### config.mk
export PLATFORM = sky130hd
export DESIGN_NAME = temp_sequence_and_stop_delay
export DESIGN_NICKNAME = d
export VERILOG_FILES = /design/src/pkg/temp_stop_pkg.sv /design/src/hw/temp_sequence_and_stop_delay.sv
export VERILOG_INCLUDE_DIRS = /design/src /design/src/pkg
export SDC_FILE = /design/constraint.sdc
export NUM_CORES = 1
export LEC_CHECK = 0
export BUFFER_PORTS_ARGS = -buffer_cell sky130_fd_sc_hd__buf_2
export CAP_MARGIN = 20
export CORE_ASPECT_RATIO = 1.5
export CORE_MARGIN = 3
export CORE_UTILIZATION = 40
export DETAILED_ROUTE_END_ITERATION = 8
export PLACE_DENSITY = 0.63
export SYNTH_ARGS = -nofsm -noshare
export SYNTH_HDL_FRONTEND = slang
export SYNTH_SLANG_ARGS = --single-unit
### constraint.sdc
create_clock -name ref_clk_in -period 3.1 [get_ports ref_clk_in]
set_input_delay 0.31 -clock ref_clk_in [delete_from_list [all_inputs] [get_ports ref_clk_in]]
set_output_delay 0.31 -clock ref_clk_in [all_outputs]
set_load 0.005 [all_outputs]
### src/pkg/temp_stop_defs.svh
`ifndef TEMP_STOP_DEFS_SVH
`define TEMP_STOP_DEFS_SVH
// ****************************************************************
// Register map and field layout.
// ****************************************************************
`define ADDR_TEMP_CFG       4'h0
`define ADDR_STOP_DLY       4'h4
`define ADDR_STATUS         4'h8
`define PORT_SEL_HI         6
`define PORT_SEL_LO         5
`define PRE_HI              4
`define PRE_LO              2
`define PIV_HI              1
`define PIV_LO              0
`define TEMP_CFG_RESET      16'h0000
`define STOP_DLY_RESET      16'h0000
// ****************************************************************
// Timing.
// ****************************************************************
`define CLK_MHZ             50
`define XTAL_MHZ            4
`define XTAL_DIV            (`CLK_MHZ / `XTAL_MHZ)
`define INTERVAL_UNIT_US    128
`define INTERVAL_UNIT_TICKS (`INTERVAL_UNIT_US * `XTAL_MHZ)
`endif

### src/pkg/temp_stop_pkg.sv
package temp_stop_pkg;
  typedef enum logic [1:0] {
    ST_IDLE = 2'b00,
    ST_PRE  = 2'b01,
    ST_PORT = 2'b10
  } temp_state_t;
  typedef logic [1:0] port_id_t;
endpackage : temp_stop_pkg

### src/hw/temp_sequence_and_stop_delay.sv
// Added by the designer: the Wishbone slave port and the address map.
`timescale 1ns/1ns
`default_nettype none
`include "temp_stop_defs.svh"
module temp_sequence_and_stop_delay
  import temp_stop_pkg::*;
#(
  parameter int XTAL_DIV = `XTAL_DIV
) (
  input  wire logic        ref_clk_in,
  input  wire logic        srst_in,
  input  wire logic        wb_cyc_in,
  input  wire logic        wb_stb_in,
  input  wire logic        wb_we_in,
  input  wire logic [3:0]  wb_adr_in,
  input  wire logic [3:0]  wb_sel_in,
  input  wire logic [31:0] wb_dat_in,
  output logic      [31:0] wb_dat_out,
  output logic             wb_ack_out,
  input  wire logic        temp_start_in,
  input  wire logic        launch_pulse_in,
  input  wire logic        upstream_stop_input_in,
  input  wire logic        downstream_stop_input_in,
  input  wire logic        early_edge_in,
  output logic             upstream_stop_out,
  output logic             downstream_stop_out,
  output logic             early_edge_out,
  output logic             blanking_out,
  output logic             preamble_out,
  output logic             port_strobe_out,
  output logic [1:0]       port_out,
  output logic             temp_busy_out
);
  // ****************************************************************
  // Register bus.
  // ****************************************************************
  logic [15:0] temp_cfg_q;
  logic [15:0] stop_dly_q;
  logic [15:0] dly_cnt_q;
  logic        blank_q;
  temp_state_t state_q;
  logic [2:0]  pre_cnt_q;
  logic [1:0]  idx_q;

  function automatic logic [15:0] merge16(input logic [15:0] old, input logic [31:0] d, input logic [3:0] s);
    merge16 = old;
    if (s[0]) begin
      merge16[7:0] = d[7:0];
    end
    if (s[1]) begin
      merge16[15:8] = d[15:8];
    end
  endfunction : merge16

  wire logic req = wb_cyc_in && wb_stb_in && !wb_ack_out;

  always_ff @(posedge ref_clk_in) begin
    if (srst_in) begin
      wb_ack_out <= 1'b0;
    end else begin
      wb_ack_out <= req;
    end
  end

  always_ff @(posedge ref_clk_in) begin
    if (srst_in) begin
      temp_cfg_q <= `TEMP_CFG_RESET;
      stop_dly_q <= `STOP_DLY_RESET;
    end else if (req && wb_we_in) begin
      if (wb_adr_in == `ADDR_TEMP_CFG) begin
        temp_cfg_q <= merge16(temp_cfg_q, wb_dat_in, wb_sel_in);
      end else if (wb_adr_in == `ADDR_STOP_DLY) begin
        stop_dly_q <= merge16(stop_dly_q, wb_dat_in, wb_sel_in);
      end
    end
  end

  always_ff @(posedge ref_clk_in) begin
    if (srst_in) begin
      wb_dat_out <= 32'h0000_0000;
    end else if (req && !wb_we_in) begin
      if (wb_adr_in == `ADDR_TEMP_CFG) begin
        wb_dat_out <= {16'h0000, temp_cfg_q};
      end else if (wb_adr_in == `ADDR_STOP_DLY) begin
        wb_dat_out <= {16'h0000, stop_dly_q};
      end else if (wb_adr_in == `ADDR_STATUS) begin
        wb_dat_out <= {dly_cnt_q, 8'h00, 2'b00, idx_q, pre_cnt_q, blank_q};
      end else begin
        wb_dat_out <= 32'h0000_0000;
      end
    end
  end

  // ****************************************************************
  // Crystal-rate tick, every XTAL_DIV clocks (12 at 50 MHz, 240 ns).
  // ****************************************************************
  logic [7:0] div_q;
  logic       tick_q;
  always_ff @(posedge ref_clk_in) begin
    if (srst_in || launch_pulse_in) begin
      div_q  <= 8'h00;
      tick_q <= 1'b0;
    end else if (div_q == 8'(XTAL_DIV - 1)) begin
      div_q  <= 8'h00;
      tick_q <= 1'b1;
    end else begin
      div_q  <= div_q + 8'h01;
      tick_q <= 1'b0;
    end
  end

  // ****************************************************************
  // Stop blanking.
  // ****************************************************************
  always_ff @(posedge ref_clk_in) begin
    if (srst_in) begin
      dly_cnt_q <= 16'h0000;
      blank_q   <= 1'b0;
    end else if (launch_pulse_in) begin
      dly_cnt_q <= stop_dly_q;
      blank_q   <= (stop_dly_q != 16'h0000);
    end else if (blank_q && tick_q) begin
      dly_cnt_q <= dly_cnt_q - 16'h0001;
      blank_q   <= (dly_cnt_q != 16'h0001);
    end
  end

  // Stops are also held off in the launch cycle when the stop delay is nonzero, before the blanking flag is up.
  wire logic gate_w = blank_q || (launch_pulse_in && (stop_dly_q != 16'h0000));

  always_ff @(posedge ref_clk_in) begin
    if (srst_in) begin
      upstream_stop_out   <= 1'b0;
      downstream_stop_out <= 1'b0;
      early_edge_out      <= 1'b0;
      blanking_out        <= 1'b0;
    end else begin
      upstream_stop_out   <= upstream_stop_input_in && !gate_w;
      downstream_stop_out <= downstream_stop_input_in && !gate_w;
      early_edge_out      <= early_edge_in && !gate_w;
      blanking_out        <= blank_q;
    end
  end

  // ****************************************************************
  // Temperature sequencing.
  // ****************************************************************
  function automatic logic [1:0] port_count(input logic [1:0] sel_code);
    case (sel_code)
      2'b00:   port_count = 2'h1;
      2'b01:   port_count = 2'h1;
      2'b10:   port_count = 2'h2;
      default: port_count = 2'h3;
    endcase
  endfunction : port_count

  function automatic port_id_t port_at(input logic [1:0] sel_code, input logic [1:0] i);
    logic [1:0] t;
    case (i)
      2'h0:    t = (sel_code == 2'b01) ? 2'h1 : 2'h0;
      2'h1:    t = (sel_code == 2'b01) ? 2'h3 : 2'h2;
      2'h2:    t = 2'h1;
      default: t = 2'h3;
    endcase
    port_at = t;
  endfunction : port_at

  logic [11:0] wait_q;
  wire  logic [1:0]  temp_port_select = temp_cfg_q[`PORT_SEL_HI:`PORT_SEL_LO];
  wire  logic [11:0] ivl_w = 12'(({10'h000, temp_cfg_q[`PIV_HI:`PIV_LO]} + 12'h001) * `INTERVAL_UNIT_TICKS);

  always_ff @(posedge ref_clk_in) begin
    if (srst_in) begin
      state_q         <= ST_IDLE;
      pre_cnt_q       <= 3'h0;
      idx_q           <= 2'h0;
      wait_q          <= 12'h000;
      port_strobe_out <= 1'b0;
      preamble_out    <= 1'b0;
      port_out        <= 2'h0;
      temp_busy_out   <= 1'b0;
    end else begin
      port_strobe_out <= 1'b0;
      preamble_out    <= 1'b0;
      if (wait_q != 12'h000 && tick_q) begin
        wait_q <= wait_q - 12'h001;
      end
      case (state_q)
        ST_IDLE: begin
          temp_busy_out <= 1'b0;
          if (temp_start_in) begin
            pre_cnt_q     <= temp_cfg_q[`PRE_HI:`PRE_LO];
            idx_q         <= 2'h0;
            wait_q        <= 12'h000;
            temp_busy_out <= 1'b1;
            state_q       <= (temp_cfg_q[`PRE_HI:`PRE_LO] != 3'h0) ? ST_PRE : ST_PORT;
          end
        end
        ST_PRE: begin
          if (wait_q == 12'h000) begin
            preamble_out <= 1'b1;
            port_out     <= port_at(temp_port_select, 2'h0);
            wait_q       <= ivl_w;
            pre_cnt_q    <= pre_cnt_q - 3'h1;
            if (pre_cnt_q == 3'h1) begin
              state_q <= ST_PORT;
            end
          end
        end
        ST_PORT: begin
          if (wait_q == 12'h000) begin
            port_strobe_out <= 1'b1;
            port_out        <= port_at(temp_port_select, idx_q);
            wait_q          <= ivl_w;
            idx_q           <= idx_q + 2'h1;
            if (idx_q == port_count(temp_port_select)) begin
              state_q <= ST_IDLE;
            end
          end
        end
        default: state_q <= ST_IDLE;
      endcase
    end
  end

  // ****************************************************************
  // Interval watch.
  // ****************************************************************
  logic [15:0] gap_q;
  logic [11:0] ivl_q;
  logic        seen_q;

  always_ff @(posedge ref_clk_in) begin
    if (srst_in || state_q == ST_IDLE) begin
      gap_q  <= 16'h0000;
      ivl_q  <= 12'h000;
      seen_q <= 1'b0;
    end else if (preamble_out || port_strobe_out) begin
      gap_q  <= 16'h0001;
      ivl_q  <= wait_q;
      seen_q <= 1'b1;
    end else begin
      gap_q <= gap_q + 16'h0001;
    end
  end

  // ****************************************************************
  // Checks.
  // ****************************************************************
  blank_stop_a: assert property (@(posedge ref_clk_in) disable iff (srst_in)
    blank_q |=> !upstream_stop_out && !downstream_stop_out) else $error("stop passed while blanked");
  blank_early_a: assert property (@(posedge ref_clk_in) disable iff (srst_in)
    blank_q |=> !early_edge_out) else $error("early edge passed while blanked");
  launch_load_a: assert property (@(posedge ref_clk_in) disable iff (srst_in)
    launch_pulse_in |=> dly_cnt_q == $past(stop_dly_q)) else $error("delay not loaded at launch");
  dly_step_a: assert property (@(posedge ref_clk_in) disable iff (srst_in)
    (blank_q && !launch_pulse_in && tick_q) |=> dly_cnt_q == $past(dly_cnt_q) - 16'h0001)
    else $error("delay count step wrong");
  dly_hold_a: assert property (@(posedge ref_clk_in) disable iff (srst_in)
    (!launch_pulse_in && !tick_q) |=> $stable(dly_cnt_q)) else $error("delay count moved off tick");
  open_stop_a: assert property (@(posedge ref_clk_in) disable iff (srst_in)
    (!blank_q && !launch_pulse_in && upstream_stop_input_in) |=> upstream_stop_out) else $error("stop lost when open");
  launch_gate_a: assert property (@(posedge ref_clk_in) disable iff (srst_in)
    (launch_pulse_in && stop_dly_q != 16'h0000) |=> !upstream_stop_out && !downstream_stop_out && !early_edge_out)
    else $error("stop passed at launch");
  launch_blank_a: assert property (@(posedge ref_clk_in) disable iff (srst_in)
    (launch_pulse_in && stop_dly_q != 16'h0000) |=> blank_q) else $error("launch did not start blanking");
  open_down_a: assert property (@(posedge ref_clk_in) disable iff (srst_in)
    (!blank_q && !launch_pulse_in && downstream_stop_input_in) |=> downstream_stop_out)
    else $error("downstream stop lost when open");
  open_early_a: assert property (@(posedge ref_clk_in) disable iff (srst_in)
    (!blank_q && !launch_pulse_in && early_edge_in) |=> early_edge_out)
    else $error("early edge lost when open");
  pre_run_a: assert property (@(posedge ref_clk_in) disable iff (srst_in)
    preamble_out |-> state_q != ST_IDLE) else $error("preamble after sequence end");
  blank_out_a: assert property (@(posedge ref_clk_in) disable iff (srst_in)
    blank_q |=> blanking_out) else $error("blanking flag not shown");
  gap_low_a: assert property (@(posedge ref_clk_in) disable iff (srst_in)
    ((preamble_out || port_strobe_out) && seen_q) |-> int'(gap_q) >= (int'(ivl_q) - 1) * XTAL_DIV + 2)
    else $error("measurement interval too short");
  pre_count_a: assert property (@(posedge ref_clk_in) disable iff (srst_in)
    (state_q == ST_IDLE && temp_start_in && temp_cfg_q[`PRE_HI:`PRE_LO] == 3'h0) |=> state_q == ST_PORT)
    else $error("preamble not skipped");
  port_first_a: assert property (@(posedge ref_clk_in) disable iff (srst_in)
    (port_strobe_out && $past(idx_q) == 2'h0 && temp_port_select == 2'b01) |-> port_out == 2'h1)
    else $error("wrong first port");
  ivl_load_a: assert property (@(posedge ref_clk_in) disable iff (srst_in)
    port_strobe_out |-> wait_q == ivl_w) else $error("interval not loaded");
  blank_cov_c: cover property (@(posedge ref_clk_in) launch_pulse_in ##1 blank_q ##[1:1000] !blank_q);
  seq_cov_c: cover property (@(posedge ref_clk_in) state_q == ST_PORT ##1 state_q == ST_IDLE);
  pre_cov_c: cover property (@(posedge ref_clk_in) preamble_out);
  launch_stop_c: cover property (@(posedge ref_clk_in) launch_pulse_in && upstream_stop_input_in);
  last_port_c: cover property (@(posedge ref_clk_in) port_strobe_out && port_out == 2'h3);
endmodule : temp_sequence_and_stop_delay
`default_nettype wire

# After elaboration in Yosys (flattened, before gate mapping)
# Cells that the tools add are included.
# classes
add_sub_neg,6
n_eq_ne,17
n_mux,37
n_bitwise,3
reduce_logical,40
# op_table
op,n
$mux 32,3
$mux 12,3
$mux 16,2
$mux 2,13
$pmux 12 s2,1
$ne 16x1->1 const B,1
$reduce_bool 16->1,1
$sub 16x1->16 const B,1
$reduce_and 3->1,5
$logic_not 12->1,1
$pmux 2 s2,3
$pmux 2 s3,2
$reduce_bool 12->1,1
$sub 12x1->12 const B,1
$logic_and 1x1->1,10
$ne 2x2->1 const B,5
$reduce_or 2->1,5
$add 8x1->8 const B,1
$eq 8x4->1 const B,1
$reduce_and 4->1,2
$reduce_bool 2->1,4
$mux 1,7
$eq 2x1->1 const B,3
$eq 2x2->1 const B,3
16 further kinds,24
# totals
ff_bits,119
inputBits,50
output_inout_bits,42
word_cells,125

# Depth between registers and ports, before layout
# logic_depth
ltp_word,10
ltp_mapped,9
mapped_depth_nobuf,7

# Worst setup path after synthesis
# No wires, ideal clock.
# synth_timing
path_kind,reg2reg
from,register wait_q[0]
to,register wait_q[10]
setup_ns,0.132
arrival_time_ns,1.779
required_ns,2.968
path_slack_ns,1.189
path_stages_with_launch,9
path_buffers,1
synth_period_minus_slack_ns,1.911
path_cell_list,dfxtp_1 > inv_1 > ha_1 > nor3b_2 > nand3_1 > a211oi_1 > or2_2 > clkbuf_1 > o21ai_0
# synth_via
elab_chain_cells,5
elab_cells_between_ends,8
cone_classes,1 x add/sub; 4 x mux; 3 x reduce/logical
# synth_rtl
item,line_no,rtl
"start, declared",temp_sequence_and_stop_delay.sv:168,logic [11:0] wait_q;
"start signal, assigned",temp_sequence_and_stop_delay.sv:186,wait_q <= wait_q - 12'h001;
"start signal, assigned",temp_sequence_and_stop_delay.sv:203,wait_q <= ivl_w;
"start signal, assigned",temp_sequence_and_stop_delay.sv:214,wait_q <= ivl_w;
"parallel branches: the longest is 4 deep, another holds $sub 12x1->12",n/a,
$pmux 12 s2 (*),temp_sequence_and_stop_delay.sv:188,case (state_q)
# Every way passes the cells marked *.
# A chain may end at the register's enable or synchronous reset.

# Worst setup path after layout
# layout_timing
from,register wait_q[0]
to,register pre_cnt_q[0]
# layout_via
elab_chain_cells,3
# layout_rtl
item,line_no,rtl
$logic_not 12->1,temp_sequence_and_stop_delay.sv:200,if (wait_q == 12'h000) begin
$ne 2x2->1 (no source line),n/a,
$reduce_and 3->1 (no source line),n/a,
"end signal, assigned",temp_sequence_and_stop_delay.sv:192,pre_cnt_q <= temp_cfg_q[`PRE_HI:`PRE_LO];
"end signal, assigned",temp_sequence_and_stop_delay.sv:204,pre_cnt_q <= pre_cnt_q - 3'h1;
"end, declared",temp_sequence_and_stop_delay.sv:42,logic [2:0] pre_cnt_q;
# Every way passes these cells.

==> flow_summary.json <==
{
  "fmax_mhz": 428,
  "met2_length_um": 7370,
  "vias": 4520,
  "async_reset_ff_frac": 0,
  "coreArea_um2": 12600,
  "cts_buffers": 17,
  "cts_root_buf": "clkbuf_16",
  "synth_area_per_cell_um2": 8.94,
  "grt_pass1_vias": 4543,
  "setup_viol_count_final": 0,
  "ys_warn_count": 0,
  "syn_nets": 650,
  "fin_skew_ns": 0.00949,
  "slew_headroom": 0.531,
  "worstSkewPairLatency_ns": 0.41,
  "min_path_type": "input pin to register",
  "crit_type": "register to register",
  "p_per_area_nw_per_um2": 619,
  "clk_pin_slew_ns": 0.05,
  "worstMarginPinSlew_ns": 0.703,
  "antenna_found_initial": 0,
  "dp_cells": 791,
  "n_antenna_cell": 0,
  "fp.dieH_um": 146,
  "final_area_um2": 6400,
  "synth-seq-area-share": 0.454,
  "cts_setup_buffers": 0,
  "grt_pass1_wl_um": 22100,
  "leakage_nw": 2.76,
  "drcViolationCount": 0,
  "fin_cells": 821,
  "start_util": 0.415,
  "synthFlopType": "dfxtp_1",
  "rsz0062_at_grt": "false",
  "wl_met3_um": 455,
  "cts.repair.resized": 0,
  "synth_seq_cells": 119,
  "die_w_um": 99.5,
  "drive_gt1_frac": 0.189,
  "io_buffers": 73,
  "hold_buffers": 0,
  "rows": 50,
  "period_needed_ns": 2.34,
  "ios": 92,
  "grt_max_degree": 43,
  "grt-ovfl-total": 0,
  "postSynthCellCount": 587,
  "finalSetupTns_ns": 0,
  "htree_levels": 4,
  "grt_util_all_layers": 0.190,
  "drt_wl_total_um": 13200,
  "min_period_over_period": 0.754,
  "synth_cell_types": 57,
  "critPathMaxFanout": 9,
  "drtIter0Drc": 186,
  "cts_tree": "yes",
  "peakVddDrop_uv": 382,
  "wl_per_cell_um": 16.1,
  "synth_edf_count": 0,
  "fin_nets": 717,
  "synth_area_um2": 5250,
  "required_ns": 3.44,
  "clk_path_buf_depth": 2,
  "status": "completed",
  "cts.sinks": 119,
  "worstPathArrival_ns": 2.68,
  "gp_congestion": 0.845,
  "drtPass1Iterations": 7,
  "r2r_slack_ns": 0.76,
  "post_dp_cell_area_um2": 5760,
  "cp-end-kind": "register",
  "area_delta_synth_final_pct": 21.9,
  "antenna_left": 0,
  "max_cap_violations": 0,
  "drt-met1-wl_um": 5050,
  "hold_violations": 0,
  "finalMaxSlewViolations": 0,
  "top_layer": "met4",
  "via_per_inst": 5.51,
  "dp_hpwl_um": 9670,
  "critPathLaunchType": "register",
  "dieArea_um2": 14600
}
==> registers in the layout (all words and copies together), names as in the netlist, 2 cells and up <==
signal,count
wb_dat_out,32
dly_cnt_q,16
stop_dly_q,16
temp_cfg_q,16
wait_q,12
div_q,8
pre_cnt_q,3
idx_q,2
port_out,2
state_q,2
==> per-layer routing <==
metal	global-route usage	up-vias
met4	0.0779	0
met2	0.354	94
met5	0	-
li1	-	2220
met3	0.0449	24
met1	0.199	2182
==> cell families after synthesis <==
family                   Yosys count  share of synthesized area
flip-flops                       119                      0.454
adder cells (fa/ha/maj)           13                     0.0310
AND/OR/NAND/NOR                  240                      0.226
multiplexers                      37                     0.0708
XOR/XNOR                          29                     0.0484
AO/OA/AOI/OAI                    100                      0.134
buffers and inverters             49                     0.0358
==> Yosys cell counts (5+ instances only) <==
| cell | number | area (µm²) |
|---|---|---|
| ha_1 | 13 | 163 |
| a221oi_1 | 10 | 87.6 |
| nor2_1 | 109 | 409 |
| o21ai_0 | 10 | 50.1 |
| a211oi_1 | 11 | 82.6 |
| xnor2_1 | 11 | 96.3 |
| and3_1 | 6 | 37.5 |
| nand2_1 | 32 | 120 |
| nor3_1 | 21 | 105 |
| o211ai_1 | 5 | 37.5 |
| xor2_1 | 18 | 158 |
| a22oi_1 | 16 | 120 |
| nor4_1 | 10 | 62.6 |
| inv_1 | 14 | 52.6 |
| dfxtp_1 | 119 | 2380 |
| nand4_1 | 10 | 62.6 |
| mux2i_1 | 36 | 360 |
| a21oi_1 | 25 | 125 |
| clkbuf_1 | 30 | 113 |
| nand3_1 | 15 | 75.1 |
==> per-stage QoR <==
step	utilization	total power, mW	setup slack [ns]	hold WS [ns]
floorplan	-	1.79	1.19	0.430
global placement	0.456	1.87	0.813	0.442
detailed placement	0.456	1.88	0.795	0.452
CTS	0.506	4.00	0.786	0.0850
global route	0.506	4.10	0.585	0.0947
finish	0.506	3.96	0.763	0.101
==> power breakdown <==
part	total, mW	switching [mW]	internal (mW)
sequential	1.59	0.0284	1.56
clock	2.11	0.658	1.46
combinational	0.260	0.160	0.0996
total	3.96	0.847	3.12
==> critical path, cell delays in order, from the launching register on <==
cell and delay [ns]:
dfxtp_1 0.31, inv_1 0.09, ha_1 0.17, nor3b_2 0.48, nand3_1 0.39, or3_1 0.46, a31o_2 0.25, a21oi_1 0.12
==> area by class of cell <==
cell class | count | area (µm²)
Timing Repair Buffer | 82 | 445
Clock buffer | 21 | 460
Sequential cell | 119 | 2380
Multi-Input combinational cell | 419 | 2680
Clock inverter | 9 | 174
Inverter | 15 | 56.3
Tap cell | 156 | 195
Fill cell | 1227 | 6240
==> cell usage in the layout (no fill, tap or decap), types with 13 or more instances in the layout <==
master and n:
nand3_1 15, nor2_1 109, a21oi_1 25, inv_1 14
ha_1 13, xor2_1 18, buf_2 73, dfxtp_1 119
a22oi_1 16, clkbuf_16 17, mux2i_1 36, nand2_1 32
nor3_1 21
==> worst paths after layout <==
| kind | endpoint | cells after the start | from |
|---|---|---|---|
| worst max register to register | pre_cnt_q[0] | 7 | wait_q[0] |
| worst max-delay path | pre_cnt_q[0] | 7 | wait_q[0] |
| worst min register to register | wb_dat_out[4] | 2 | wb_dat_out[4] |
| worst min-delay path | early_edge_out | 2 | early_edge_in |
No activity file was read; power rests on OpenSTA's default activity.
